--- config.mk ---
export PLATFORM = sky130hd
export DESIGN_NAME = cfgtm_config_top
export DESIGN_NICKNAME = d
export VERILOG_FILES = /design/src/common/cfgtm_pkg.sv /design/src/common/cfgtm_timer_if.sv /design/src/hw/cfgtm_config_top.sv /design/src/hw/cfgtm_period_timer.sv
export SDC_FILE = /design/constraint.sdc
export NUM_CORES = 1
export LEC_CHECK = 0
export BUFFER_PORTS_ARGS = -buffer_cell sky130_fd_sc_hd__buf_2
export CAP_MARGIN = 40
export CORE_ASPECT_RATIO = 0.6
export CORE_MARGIN = 3
export CORE_UTILIZATION = 52
export DETAILED_ROUTE_END_ITERATION = 7
export PLACE_DENSITY = 0.8
export RECOVER_POWER = 100
export SLEW_MARGIN = 25
export SYNTH_ARGS = -nofsm -noshare
export SYNTH_HDL_FRONTEND = slang
export SYNTH_SLANG_ARGS = --single-unit
export TNS_END_PERCENT = 5
--- constraint.sdc ---
create_clock -name clk_sys -period 1.9 [get_ports clk_sys]
set_input_delay 0 -clock clk_sys [delete_from_list [all_inputs] [get_ports clk_sys]]
set_output_delay 0 -clock clk_sys [all_outputs]
set_load 0.05 [all_outputs]
--- src/common/cfgtm_pkg.sv ---
// Package: register map, field positions and timing counts of the configuration block
package cfgtm_pkg;
  // ----------------------------------------
  // Register offsets (byte addresses)
  // ----------------------------------------
  // Register index; the bus address is four times it
  localparam logic [11:0] CFG_ONE_INDEX   = 12'h01F;
  localparam logic [11:0] CFG_ONE_OFFSET  = {CFG_ONE_INDEX[9:0], 2'b00};
  localparam logic [11:0] STATUS_OFFSET   = 12'h004;
  // ----------------------------------------
  // Fields of system_config_one
  // ----------------------------------------
  localparam int          WATCHDOG_PERIOD_SELECT_BIT = 7;
  localparam int          LVD_KEEP_IN_STOP_BIT       = 6;
  localparam int          LVD_RESET_BLOCK_BIT        = 5;
  localparam int          LVD_POWER_OFF_BIT          = 4;
  localparam logic [7:0]  CFG_ONE_RESET              = 8'h00;
  // ----------------------------------------
  // Fields of the status register
  // ----------------------------------------
  localparam int          STAT_LVD_LEVEL_BIT  = 0;
  localparam int          STAT_LVD_ENABLE_BIT = 1;
  localparam int          STAT_STOP_BIT       = 2;
  localparam int          STAT_LOCKED_BIT     = 3;
  // ----------------------------------------
  // Timing counts
  // ----------------------------------------
  localparam int          TIMER_WIDTH        = 18;
  localparam int unsigned WDOG_SHORT_COUNT   = 8176;
  localparam int unsigned WDOG_LONG_COUNT    = 262128;
  localparam int unsigned WAKEUP_SHORT_COUNT = 512;
  localparam int unsigned WAKEUP_LONG_COUNT  = 16384;
endpackage

--- src/common/cfgtm_timer_if.sv ---
// Interface: control and expiry of one period timer
`timescale 1ns/100ps
interface cfgtm_timer_if;
  import cfgtm_pkg::*;
  logic                   clear;
  logic                   tick;
  logic [TIMER_WIDTH-1:0] limit;
  logic                   expire;
  modport timer (input clear, input tick, input limit, output expire);
  modport owner (output clear, output tick, output limit, input expire);
endinterface

--- src/hw/cfgtm_config_top.sv ---
// Configuration register with watchdog and auto-wakeup periods and detector control
// What this block does
// - Outside stop, select bit 1: watchdog reset after 8176 fast bus clocks.
// - Outside stop, select bit 0: watchdog reset after 262,128 fast bus clocks.
// - In stop, select bit 1: auto-wakeup after 512 RC oscillator periods.
// - In stop, select bit 0: auto-wakeup after 16,384 RC oscillator periods.
// - Detector not powered off: keep-in-stop bit decides if it runs in stop.
// - Every reset clears the keep-in-stop bit.
// - Reset-block bit 1 stops detector resets; 0 lets them through.
// - Reset-block bit is writable at any time.
//
// Design decisions made here: the APB interface to the registers and the placing of the registers.
`timescale 1ns/100ps
module cfgtm_config_top #(
  parameter int unsigned WDOG_SHORT_CYC  = cfgtm_pkg::WDOG_SHORT_COUNT,
  parameter int unsigned WDOG_LONG_CYC   = cfgtm_pkg::WDOG_LONG_COUNT,
  parameter int unsigned WAKEUP_LONG_CYC = cfgtm_pkg::WAKEUP_LONG_COUNT
) (
  input  wire logic        clk_sys,
  input  wire logic        rst_b,
  input  wire logic        psel,
  input  wire logic        penable,
  input  wire logic        pwrite,
  input  wire logic [11:0] paddr,
  input  wire logic [31:0] pwdata,
  output logic      [31:0] prdata,
  output logic             pready,
  output logic             pslverr,
  input  wire logic        stopMode,
  input  wire logic        wdogKick,
  input  wire logic        internal_rc_oscillator,
  input  wire logic        lvdTrip,
  output logic             wdogResetReq,
  output logic             wakeupReq,
  output logic             lvdEnable,
  output logic             lvdResetReq
);
  import cfgtm_pkg::*;

  localparam logic [TIMER_WIDTH-1:0] WD_SHORT = TIMER_WIDTH'(WDOG_SHORT_CYC);
  localparam logic [TIMER_WIDTH-1:0] WD_LONG  = TIMER_WIDTH'(WDOG_LONG_CYC);
  localparam logic [TIMER_WIDTH-1:0] AW_SHORT = TIMER_WIDTH'(WAKEUP_SHORT_COUNT);
  localparam logic [TIMER_WIDTH-1:0] AW_LONG  = TIMER_WIDTH'(WAKEUP_LONG_CYC);

  function automatic logic [TIMER_WIDTH-1:0] pickLimit(input logic                   sel,
                                                      input logic [TIMER_WIDTH-1:0] shortLim,
                                                      input logic [TIMER_WIDTH-1:0] longLim);
    return sel ? shortLim : longLim;
  endfunction

  // ----------------------------------------
  // APB slave
  // ----------------------------------------
  logic [7:0]  cfgQ;
  logic        lockedQ;
  logic        accessPhase;
  logic        cfgWrite;
  logic        hitCfg;
  logic        hitStat;
  logic [31:0] readMux;
  logic        rcLevelQ;
  logic        lvdLevelQ;
  logic        periodSel;

  assign accessPhase = psel && penable;
  assign hitCfg      = (paddr == CFG_ONE_OFFSET);
  assign hitStat     = (paddr == STATUS_OFFSET);
  assign cfgWrite    = accessPhase && pready && pwrite && hitCfg;
  assign periodSel   = cfgQ[WATCHDOG_PERIOD_SELECT_BIT];

  always_comb begin
    readMux = 32'h00000000;
    if (hitCfg) begin
      readMux[7:0] = cfgQ;
    end else if (hitStat) begin
      readMux[STAT_LVD_LEVEL_BIT]  = lvdLevelQ;
      readMux[STAT_LVD_ENABLE_BIT] = lvdEnable;
      readMux[STAT_STOP_BIT]       = stopMode;
      readMux[STAT_LOCKED_BIT]     = lockedQ;
    end
  end

  // One wait state: answer comes on the second access cycle
  always_ff @(posedge clk_sys or negedge rst_b) begin
    if (!rst_b) begin
      pready  <= 1'b0;
      pslverr <= 1'b0;
      prdata  <= 32'h00000000;
    end else if (accessPhase && !pready) begin
      pready  <= 1'b1;
      pslverr <= !(hitCfg || hitStat);
      prdata  <= pwrite ? 32'h00000000 : readMux;
    end else begin
      pready  <= 1'b0;
      pslverr <= 1'b0;
    end
  end

  // ----------------------------------------
  // Configuration register
  // ----------------------------------------
  always_ff @(posedge clk_sys or negedge rst_b) begin
    if (!rst_b) begin
      cfgQ    <= CFG_ONE_RESET;
      lockedQ <= 1'b0;
    end else if (cfgWrite) begin
      cfgQ[LVD_RESET_BLOCK_BIT] <= pwdata[LVD_RESET_BLOCK_BIT];
      if (!lockedQ) begin
        cfgQ    <= pwdata[7:0];
        lockedQ <= 1'b1;
      end
    end
  end

  // ----------------------------------------
  // Pin synchronisers, three stages each
  // ----------------------------------------
  logic [2:0] rcSyncQ;
  logic [2:0] lvdSyncQ;
  logic       rcEdge;

  // A level is accepted only when stages two and three agree
  assign rcEdge = (rcSyncQ[1] == rcSyncQ[2]) && rcSyncQ[2] && !rcLevelQ;

  always_ff @(posedge clk_sys or negedge rst_b) begin
    if (!rst_b) begin
      rcSyncQ  <= 3'h0;
      rcLevelQ <= 1'b0;
    end else begin
      rcSyncQ <= {rcSyncQ[1:0], internal_rc_oscillator};
      if (rcSyncQ[1] == rcSyncQ[2]) begin
        rcLevelQ <= rcSyncQ[2];
      end
    end
  end

  always_ff @(posedge clk_sys or negedge rst_b) begin
    if (!rst_b) begin
      lvdSyncQ  <= 3'h0;
      lvdLevelQ <= 1'b0;
    end else begin
      lvdSyncQ <= {lvdSyncQ[1:0], lvdTrip};
      if (lvdSyncQ[1] == lvdSyncQ[2]) begin
        lvdLevelQ <= lvdSyncQ[2];
      end
    end
  end

  // ----------------------------------------
  // Watchdog and auto-wakeup timers
  // ----------------------------------------
  cfgtm_timer_if wdT ();
  cfgtm_timer_if awT ();

  // Each clk_sys cycle stands for one period of the fast bus clock
  assign wdT.tick  = !stopMode;
  assign wdT.clear = wdogKick || stopMode || cfgWrite;
  assign wdT.limit = pickLimit(periodSel, WD_SHORT, WD_LONG);
  assign awT.tick  = stopMode && rcEdge;
  assign awT.clear = !stopMode || cfgWrite;
  assign awT.limit = pickLimit(periodSel, AW_SHORT, AW_LONG);

  cfgtm_period_timer uWdTimer (
    .clk_sys (clk_sys),
    .rst_b   (rst_b),
    .tmr     (wdT)
  );

  cfgtm_period_timer uAwTimer (
    .clk_sys (clk_sys),
    .rst_b   (rst_b),
    .tmr     (awT)
  );

  // ----------------------------------------
  // Outputs
  // ----------------------------------------
  always_ff @(posedge clk_sys or negedge rst_b) begin
    if (!rst_b) begin
      wdogResetReq <= 1'b0;
      wakeupReq    <= 1'b0;
    end else begin
      wdogResetReq <= wdT.expire;
      wakeupReq    <= awT.expire;
    end
  end

  always_ff @(posedge clk_sys or negedge rst_b) begin
    if (!rst_b) begin
      lvdEnable   <= 1'b0;
      lvdResetReq <= 1'b0;
    end else begin
      lvdEnable   <= !cfgQ[LVD_POWER_OFF_BIT] && (!stopMode || cfgQ[LVD_KEEP_IN_STOP_BIT]);
      lvdResetReq <= lvdLevelQ && !cfgQ[LVD_RESET_BLOCK_BIT];
    end
  end

  // ----------------------------------------
  // Assertions
  // ----------------------------------------
  logic [TIMER_WIDTH-1:0] aWdCntQ;
  logic [TIMER_WIDTH-1:0] aAwCntQ;
  logic                   aFirstQ;

  // Independent tick counters, never cleared by expiry checks themselves
  always_ff @(posedge clk_sys or negedge rst_b) begin
    if (!rst_b) begin
      aWdCntQ <= '0;
      aAwCntQ <= '0;
      aFirstQ <= 1'b1;
    end else begin
      aFirstQ <= 1'b0;
      aWdCntQ <= (wdT.clear || wdT.expire) ? '0 : aWdCntQ + TIMER_WIDTH'(wdT.tick);
      aAwCntQ <= (awT.clear || awT.expire) ? '0 : aAwCntQ + TIMER_WIDTH'(awT.tick);
    end
  end
endmodule

--- src/hw/cfgtm_period_timer.sv ---
// Period timer: counts ticks and pulses expire on the last tick of a period
`timescale 1ns/100ps
module cfgtm_period_timer (
  input wire logic        clk_sys,
  input wire logic        rst_b,
  cfgtm_timer_if.timer    tmr
);
  import cfgtm_pkg::*;

  logic [TIMER_WIDTH-1:0] countQ;
  logic                   lastTick;

  assign lastTick   = tmr.tick && (countQ == tmr.limit - 18'h00001);
  assign tmr.expire = lastTick && !tmr.clear;

  // Restarts after expiry so the period repeats while nobody clears it
  always_ff @(posedge clk_sys or negedge rst_b) begin
    if (!rst_b) begin
      countQ <= '0;
    end else if (tmr.clear || lastTick) begin
      countQ <= '0;
    end else if (tmr.tick) begin
      countQ <= countQ + 18'h00001;
    end
  end
endmodule

After elaboration in Yosys (flattened, before gate mapping)
Cells that the tools add are included.
{ "totals": {"regBits": 91, "input_bits": 53, "output_inout_bits": 38, "word_cells": 71} }
{ "op_classes": {"add_sub_neg": 4, "n_eq_ne": 7, "n_mux": 12, "bitwise_logic": 1, "n_reduce_logical": 31} }
{ "op_table": {"columns": ["op", "count"], "rows": [
  ["$mux W18", 5],
  ["$add A18 B1 Y18 const B", 2],
  ["$eq A18 B18 Y1", 2],
  ["$sub A18 B1 Y18 const B", 1],
  ["$sub A15 B1 Y16 const B", 1],
  ["$mux W15", 1],
  ["$logic_and A1 B1 Y1", 14],
  ["$eq A12 B3 Y1 const B", 1],
  ["$eq A12 B7 Y1 const B", 1],
  ["$mux W4", 3],
  ["$logic_not A1 Y1", 8],
  ["$mux W8", 1],
  ["$logic_or A1 B1 Y1", 7],
  ["$eq A1 B1 Y1", 2],
  ["$mux W1", 2],
  ["$ne A2 B1 Y1 const B", 1],
  ["$reduce_and A2 Y1", 1],
  ["$reduce_bool A2 Y1", 1],
  ["$not A1 Y1", 1]
]} }

Longest topological paths before layout
{ "depth": {"ltp_word": 7, "ltp_mapped": 7, "depth_no_buf": 5} }

Cells and area by module
A second synthesis with hierarchy kept.
{ "hier_totals": {"cells_unflattened": 467, "area_unflattened_um2": 4434.3} }
{ "modules_own_cells": {"columns": ["mod", "n_inst", "cells_per_inst", "area_each_um2", "seq_area_each_um2"], "rows": [
  ["cfgtm_period_timer", 2, 180, 1524.0, 450.4],
  ["cfgtm_config_top", 1, 107, 1386.3, 775.7]
]} }

Worst setup path before layout
Ideal clock, no wire load.
{ "synth_path": {"kind": "register to register", "from": "reg pready", "to": "reg cfgQ[0]", "setup_time_ps": 125, "arrival_time_ps": 1721, "t_required_ps": 1775, "slack_ps": 54, "path_stages_with_launch": 5, "path_buffers": 0, "period_less_slack_ps": 1846, "cell_sequence": "dfrtp_1 and4_1 nand4_1 nor2_4 mux2_2"} }
{ "synth_via": {"elab_chain_cells": 4} }
{ "synth_rtl": {"columns": ["item", "line_no", "source"], "rows": [
  ["from (decl)", "cfgtm_config_top.sv:27", "output logic pready,"],
  ["from (signal assigned)", "cfgtm_config_top.sv:86", "pready <= 1'b0;"],
  ["from (signal assigned)", "cfgtm_config_top.sv:90", "pready <= 1'b1;"],
  ["from (signal assigned)", "cfgtm_config_top.sv:94", "pready <= 1'b0;"],
  ["$logic_and A1 B1 Y1 (3 in a row)", "cfgtm_config_top.sv:68", "assign cfgWrite = accessPhase && pready && pwrite && hitCfg;"],
  ["$reduce_and A2 Y1 (no source line)", null, null],
  ["to (signal, indexed assignment)", "cfgtm_config_top.sv:107", "cfgQ[LVD_RESET_BLOCK_BIT] <= pwdata[LVD_RESET_BLOCK_BIT];"],
  ["to (signal assigned)", "cfgtm_config_top.sv:109", "cfgQ <= pwdata[7:0];"],
  ["to (decl)", "cfgtm_config_top.sv:54", "logic [7:0] cfgQ;"]
]} }
No other way between the ends.
A chain may end at the register's enable or synchronous reset.

Worst setup path in the final report
{ "layout_path": {"from": "reg rcSyncQ[1]", "to": "reg uAwTimer.countQ[16]"} }
{ "layout_via": {"elab_chain_cells": 7, "elab_cells_between_ends": 8, "classes_between": "eq/ne: 1; mux: 1; reduce/logical: 6"} }
{ "layout_rtl": {"columns": ["item", "line_no", "source"], "rows": [
  ["from (decl)", "cfgtm_config_top.sv:118", "logic [2:0] rcSyncQ;"],
  ["from (signal assigned)", "cfgtm_config_top.sv:130", "rcSyncQ <= {rcSyncQ[1:0], internal_rc_oscillator};"],
  ["$eq A1 B1 Y1 *", "cfgtm_config_top.sv:123", "assign rcEdge = (rcSyncQ[1] == rcSyncQ[2]) && rcSyncQ[2] && !rcLevelQ;"],
  ["$logic_and A1 B1 Y1 * (2 in a row)", "cfgtm_config_top.sv:123", null],
  ["$logic_and A1 B1 Y1 *", "cfgtm_config_top.sv:159", "assign awT.tick = stopMode && rcEdge;"],
  ["$logic_and A1 B1 Y1", "cfgtm_period_timer.sv:13", "assign lastTick = tmr.tick && (countQ == tmr.limit - 18'h00001);"],
  ["$logic_or A1 B1 Y1", "cfgtm_period_timer.sv:20", "end else if (tmr.clear || lastTick) begin"],
  ["$mux W18 / $reduce_bool A2 Y1 (equally long branches)", null, null],
  ["to (signal assigned)", "cfgtm_period_timer.sv:23", "countQ <= countQ + 18'h00001;"],
  ["to (decl)", "cfgtm_period_timer.sv:10", "logic [TIMER_WIDTH-1:0] countQ;"]
]} }
Every way passes the cells marked *; elsewhere a longest branch is shown, timed or not.

==> results.ini <==
[global_route]
grt_max_degree = 47
grt_pass1_wl_um = 11780
first_global_vias = 2444
grt-ovfl-total = 0
antenna_found_initial = 0
grt_usage_pct = 21.94

[pwr]
peakVddDrop_mv = 0.5666
seq_power_share_pct = 48.0
power_leakage_nw = 1.738
p_int_mw = 2.284
p_sw_mw = 0.7614
power.share.combinational_pct = 9.0
p_sw_share_pct = 25.00
p_clk_share_pct = 42.9
power_density_nw_per_um2 = 799.9

[route]
num_vias = 2450
avgRoutedWirePerCell_um = 15.27
drt-pass1-iter-count = 4
ant_nets = 0
drc_errors = 0
drt_iter0_drc = 95
viasPerCell = 5.373
routed_wl_um = 6963

[placed_design]
port_buffers = 42
dp_hpwl_um = 4871
gp_congestion = 0.8268
post-place-ws_ps = 52.18

[logic_synthesis]
syn_area_per_cell_sq_um = 10.62
synth_area_sq_um = 3218
synth_edf_count = 0
yosysSeqAreaShare_pct = 52.10
yosys_warnings = 0
ys_ff_latch = 67
ys_types = 45
synthArstFlopShare_pct = 100.0
ys.flop_type = dfrtp_1
syn_inst = 303

[sta]
holdWs_ps = 49.59
slew_violations = 0
max_freq_mhz = 543.1
timing.final.crit_share_pct = 96.92
clock_skew_ps = 7.030
fin_ws_ps = 58.56
rsz0062_at_grt = yes
hold_violations = 0
setup_viol_count_final = 0
post-route-min-period_ps = 1841
worstMarginPinSlew_ps = 1160
relSlewSlack_pct = 22.67

[setup_path]
cp.arrival_ps = 2120
worstSetupStartpointType = flop
crit_path_max_fanout = 3
cp.required_ps = 2180
crit_type = flop to flop
cp-end-kind = flop
ff2ff_setup_slack_ps = 60

[cts]
cts_buffers = 9
tritoncts = yes
path_clk_slew_ps = 70
cts_sinks = 67
h-tree-depth = 3
cts_max_path_buffers = 2
insertion_delay_ps = 350
cts-root-buf = clkbuf_8

[finish]
num_antenna_cells = 0
fin_nets = 428
drive_above_1_share_pct = 18.88
finish.utilization_pct = 65.87
area_growth_pct = 18.31

[floorplanning]
die_x_um = 107.6
core_area_sq_um = 5781
die_area_sq_um = 7200
die_h_um = 66.94
io_pins = 91
rows = 21
start_util_pct = 55.67

[job]
cap_violations = 0

[hold_path]
hp-class = input pin to flop

[status]
status = complete, no violations

[worst max-delay path, cell delays in order, from the launching register on]
cell	delay, ps
dfrtp_1	360
ha_2	210
nand4b_2	150
or4_4	570
or3_1	330
a21oi_1	140
[worst paths after layout]
kind	startpoint	to	depth (start not counted)
min in group asynchronous	rst_b	wdogResetReq	2
setup reg to reg	rcSyncQ[1]	uAwTimer.countQ[16]	5
hold / removal	stopMode	lvdEnable	3
max in group asynchronous	rst_b	cfgQ[2]	3
setup / recovery	rcSyncQ[1]	uAwTimer.countQ[16]	5
hold reg to reg	lvdSyncQ[0]	lvdSyncQ[1]	0
[area by class of cell]
class,count,area (sq um)
Clock buffer,11,141.4
Clock inverter,4,75.07
Fill cell,471,1973
Inverter,8,30.03
Multi-Input combinational cell,219,1381
Sequential cell,67,1677
Tap cell,80,100.1
Timing Repair Buffer,67,402.9
[registers in the layout, indices dropped and copies added, names as in the netlist, 3 cells and up]
| signal | count |
|---|---|
| uWdTimer.countQ | 18 |
| uAwTimer.countQ | 18 |
| cfgQ | 8 |
| prdata | 8 |
| rcSyncQ | 3 |
| lvdSyncQ | 3 |
[stage by stage]
| stage | instance area, sq um | std cells | TNS [ps] | power [mW] |
|---|---|---|---|---|
| final | 3807 | 456 | 0 | 3.045 |
| after CTS | 3834 | 455 | 0 | 3.084 |
| after detailed placement | 3497 | 428 | 0 | 1.750 |
| after global placement | 3497 | 428 | 0 | 1.745 |
| after floorplan | 3304 | 326 | 0 | 1.696 |
| after global routing | 3807 | 456 | -543.8 | 3.167 |
[placed cells by master (no fill, tap or decap), drive strengths merged, types with 2 or more instances in the layout]
cell          n
a21oi        11
dlygate4sd3  12
nor4          3
nor2b         2
xnor2         9
conb         24
mux2          9
bufinv        2
clkbuf       28
a22oi         4
dfrtp        67
ha            3
nor3          4
clkinvlp      2
nand4        12
or3           8
nor4b         3
buf          38
inv           8
a22o          4
nand2        19
and4          3
and3          7
nand3         9
o31ai         4
nor2         34
or4           6
nand2b        4
xor2         14
o21ai        10
[power groups by stage]
stage,sequential [mW],clock [mW],combinational [mW]
6_report,1.46,1.31,0.275
4_1_cts,1.46,1.34,0.281
3_5_place_dp,1.49,0,0.261
2_1_floorplan,1.51,0,0.191
5_1_grt,1.47,1.41,0.297
3_3_place_gp,1.49,0,0.258
[timing repair]
| item | 4_1_cts | 5_1_grt |
|---|---|---|
| gates cloned | 0 | 0 |
| endpoints found under the setup margin | 1 | 16 |
| hold endpoints to repair | 32 | 0 |
| hold buffers | 12 | 0 |
| setup buffers | 0 | 1 |
| resized for setup | 0 | 3 |
| pin swaps | 1 | 1 |
[Yosys cell counts, types with 2 or more instances]
master / n / share of area, %
a21oi_1: 11 / 1.7
a22o_1: 4 / 1.1
a22oi_1: 4 / 0.93
and3_1: 7 / 1.4
and4_1: 3 / 0.82
buf_2: 2 / 0.31
buf_4: 26 / 6.1
clkbuf_1: 4 / 0.47
dfrtp_1: 67 / 52
ha_1: 3 / 1.2
inv_1: 8 / 0.93
mux2_2: 9 / 3.1
nand2_1: 19 / 2.2
nand2b_1: 4 / 0.78
nand3_1: 9 / 1.4
nand4_1: 10 / 1.9
nand4_2: 2 / 0.78
nor2_1: 33 / 3.8
nor2b_1: 2 / 0.39
nor3_1: 4 / 0.62
nor4_1: 3 / 0.58
nor4b_2: 2 / 0.93
o21ai_0: 10 / 1.6
o31ai_1: 4 / 0.93
or3_1: 8 / 1.6
or4_1: 5 / 1.2
xnor2_1: 9 / 2.4
xor2_1: 14 / 3.8
[layer usage]
layer | share of wire (%) | vias up | wire length (um) | GRT usage (%)
met4 | 1.8 | 0 | 124 | 9.921
met5 | 0 | - | 0 | 0
li1 | - | 1158 | - | -
met2 | 44 | 85 | 3054 | 32.74
met1 | 46 | 1195 | 3193 | 30.04
met3 | 8.5 | 12 | 590 | 5.905
[cell families (layout without fill, tap and decap cells)]
| group | after synthesis | in the layout | share of synthesized area, % |
|---|---|---|---|
| AO/OA/AOI/OAI | 38 | 38 | 7.660 |
| XOR/XNOR | 23 | 23 | 6.260 |
| adder cells (fa/ha/maj) | 4 | 4 | 1.478 |
| buffers and inverters | 40 | 90 | 7.776 |
| flip-flops | 67 | 67 | 52.10 |
| multiplexers | 10 | 10 | 3.460 |
| other | 1 | 24 | 0.1165 |
| AND/OR/NAND/NOR | 120 | 120 | 21.15 |
No activity file was read; power rests on OpenSTA's default activity.
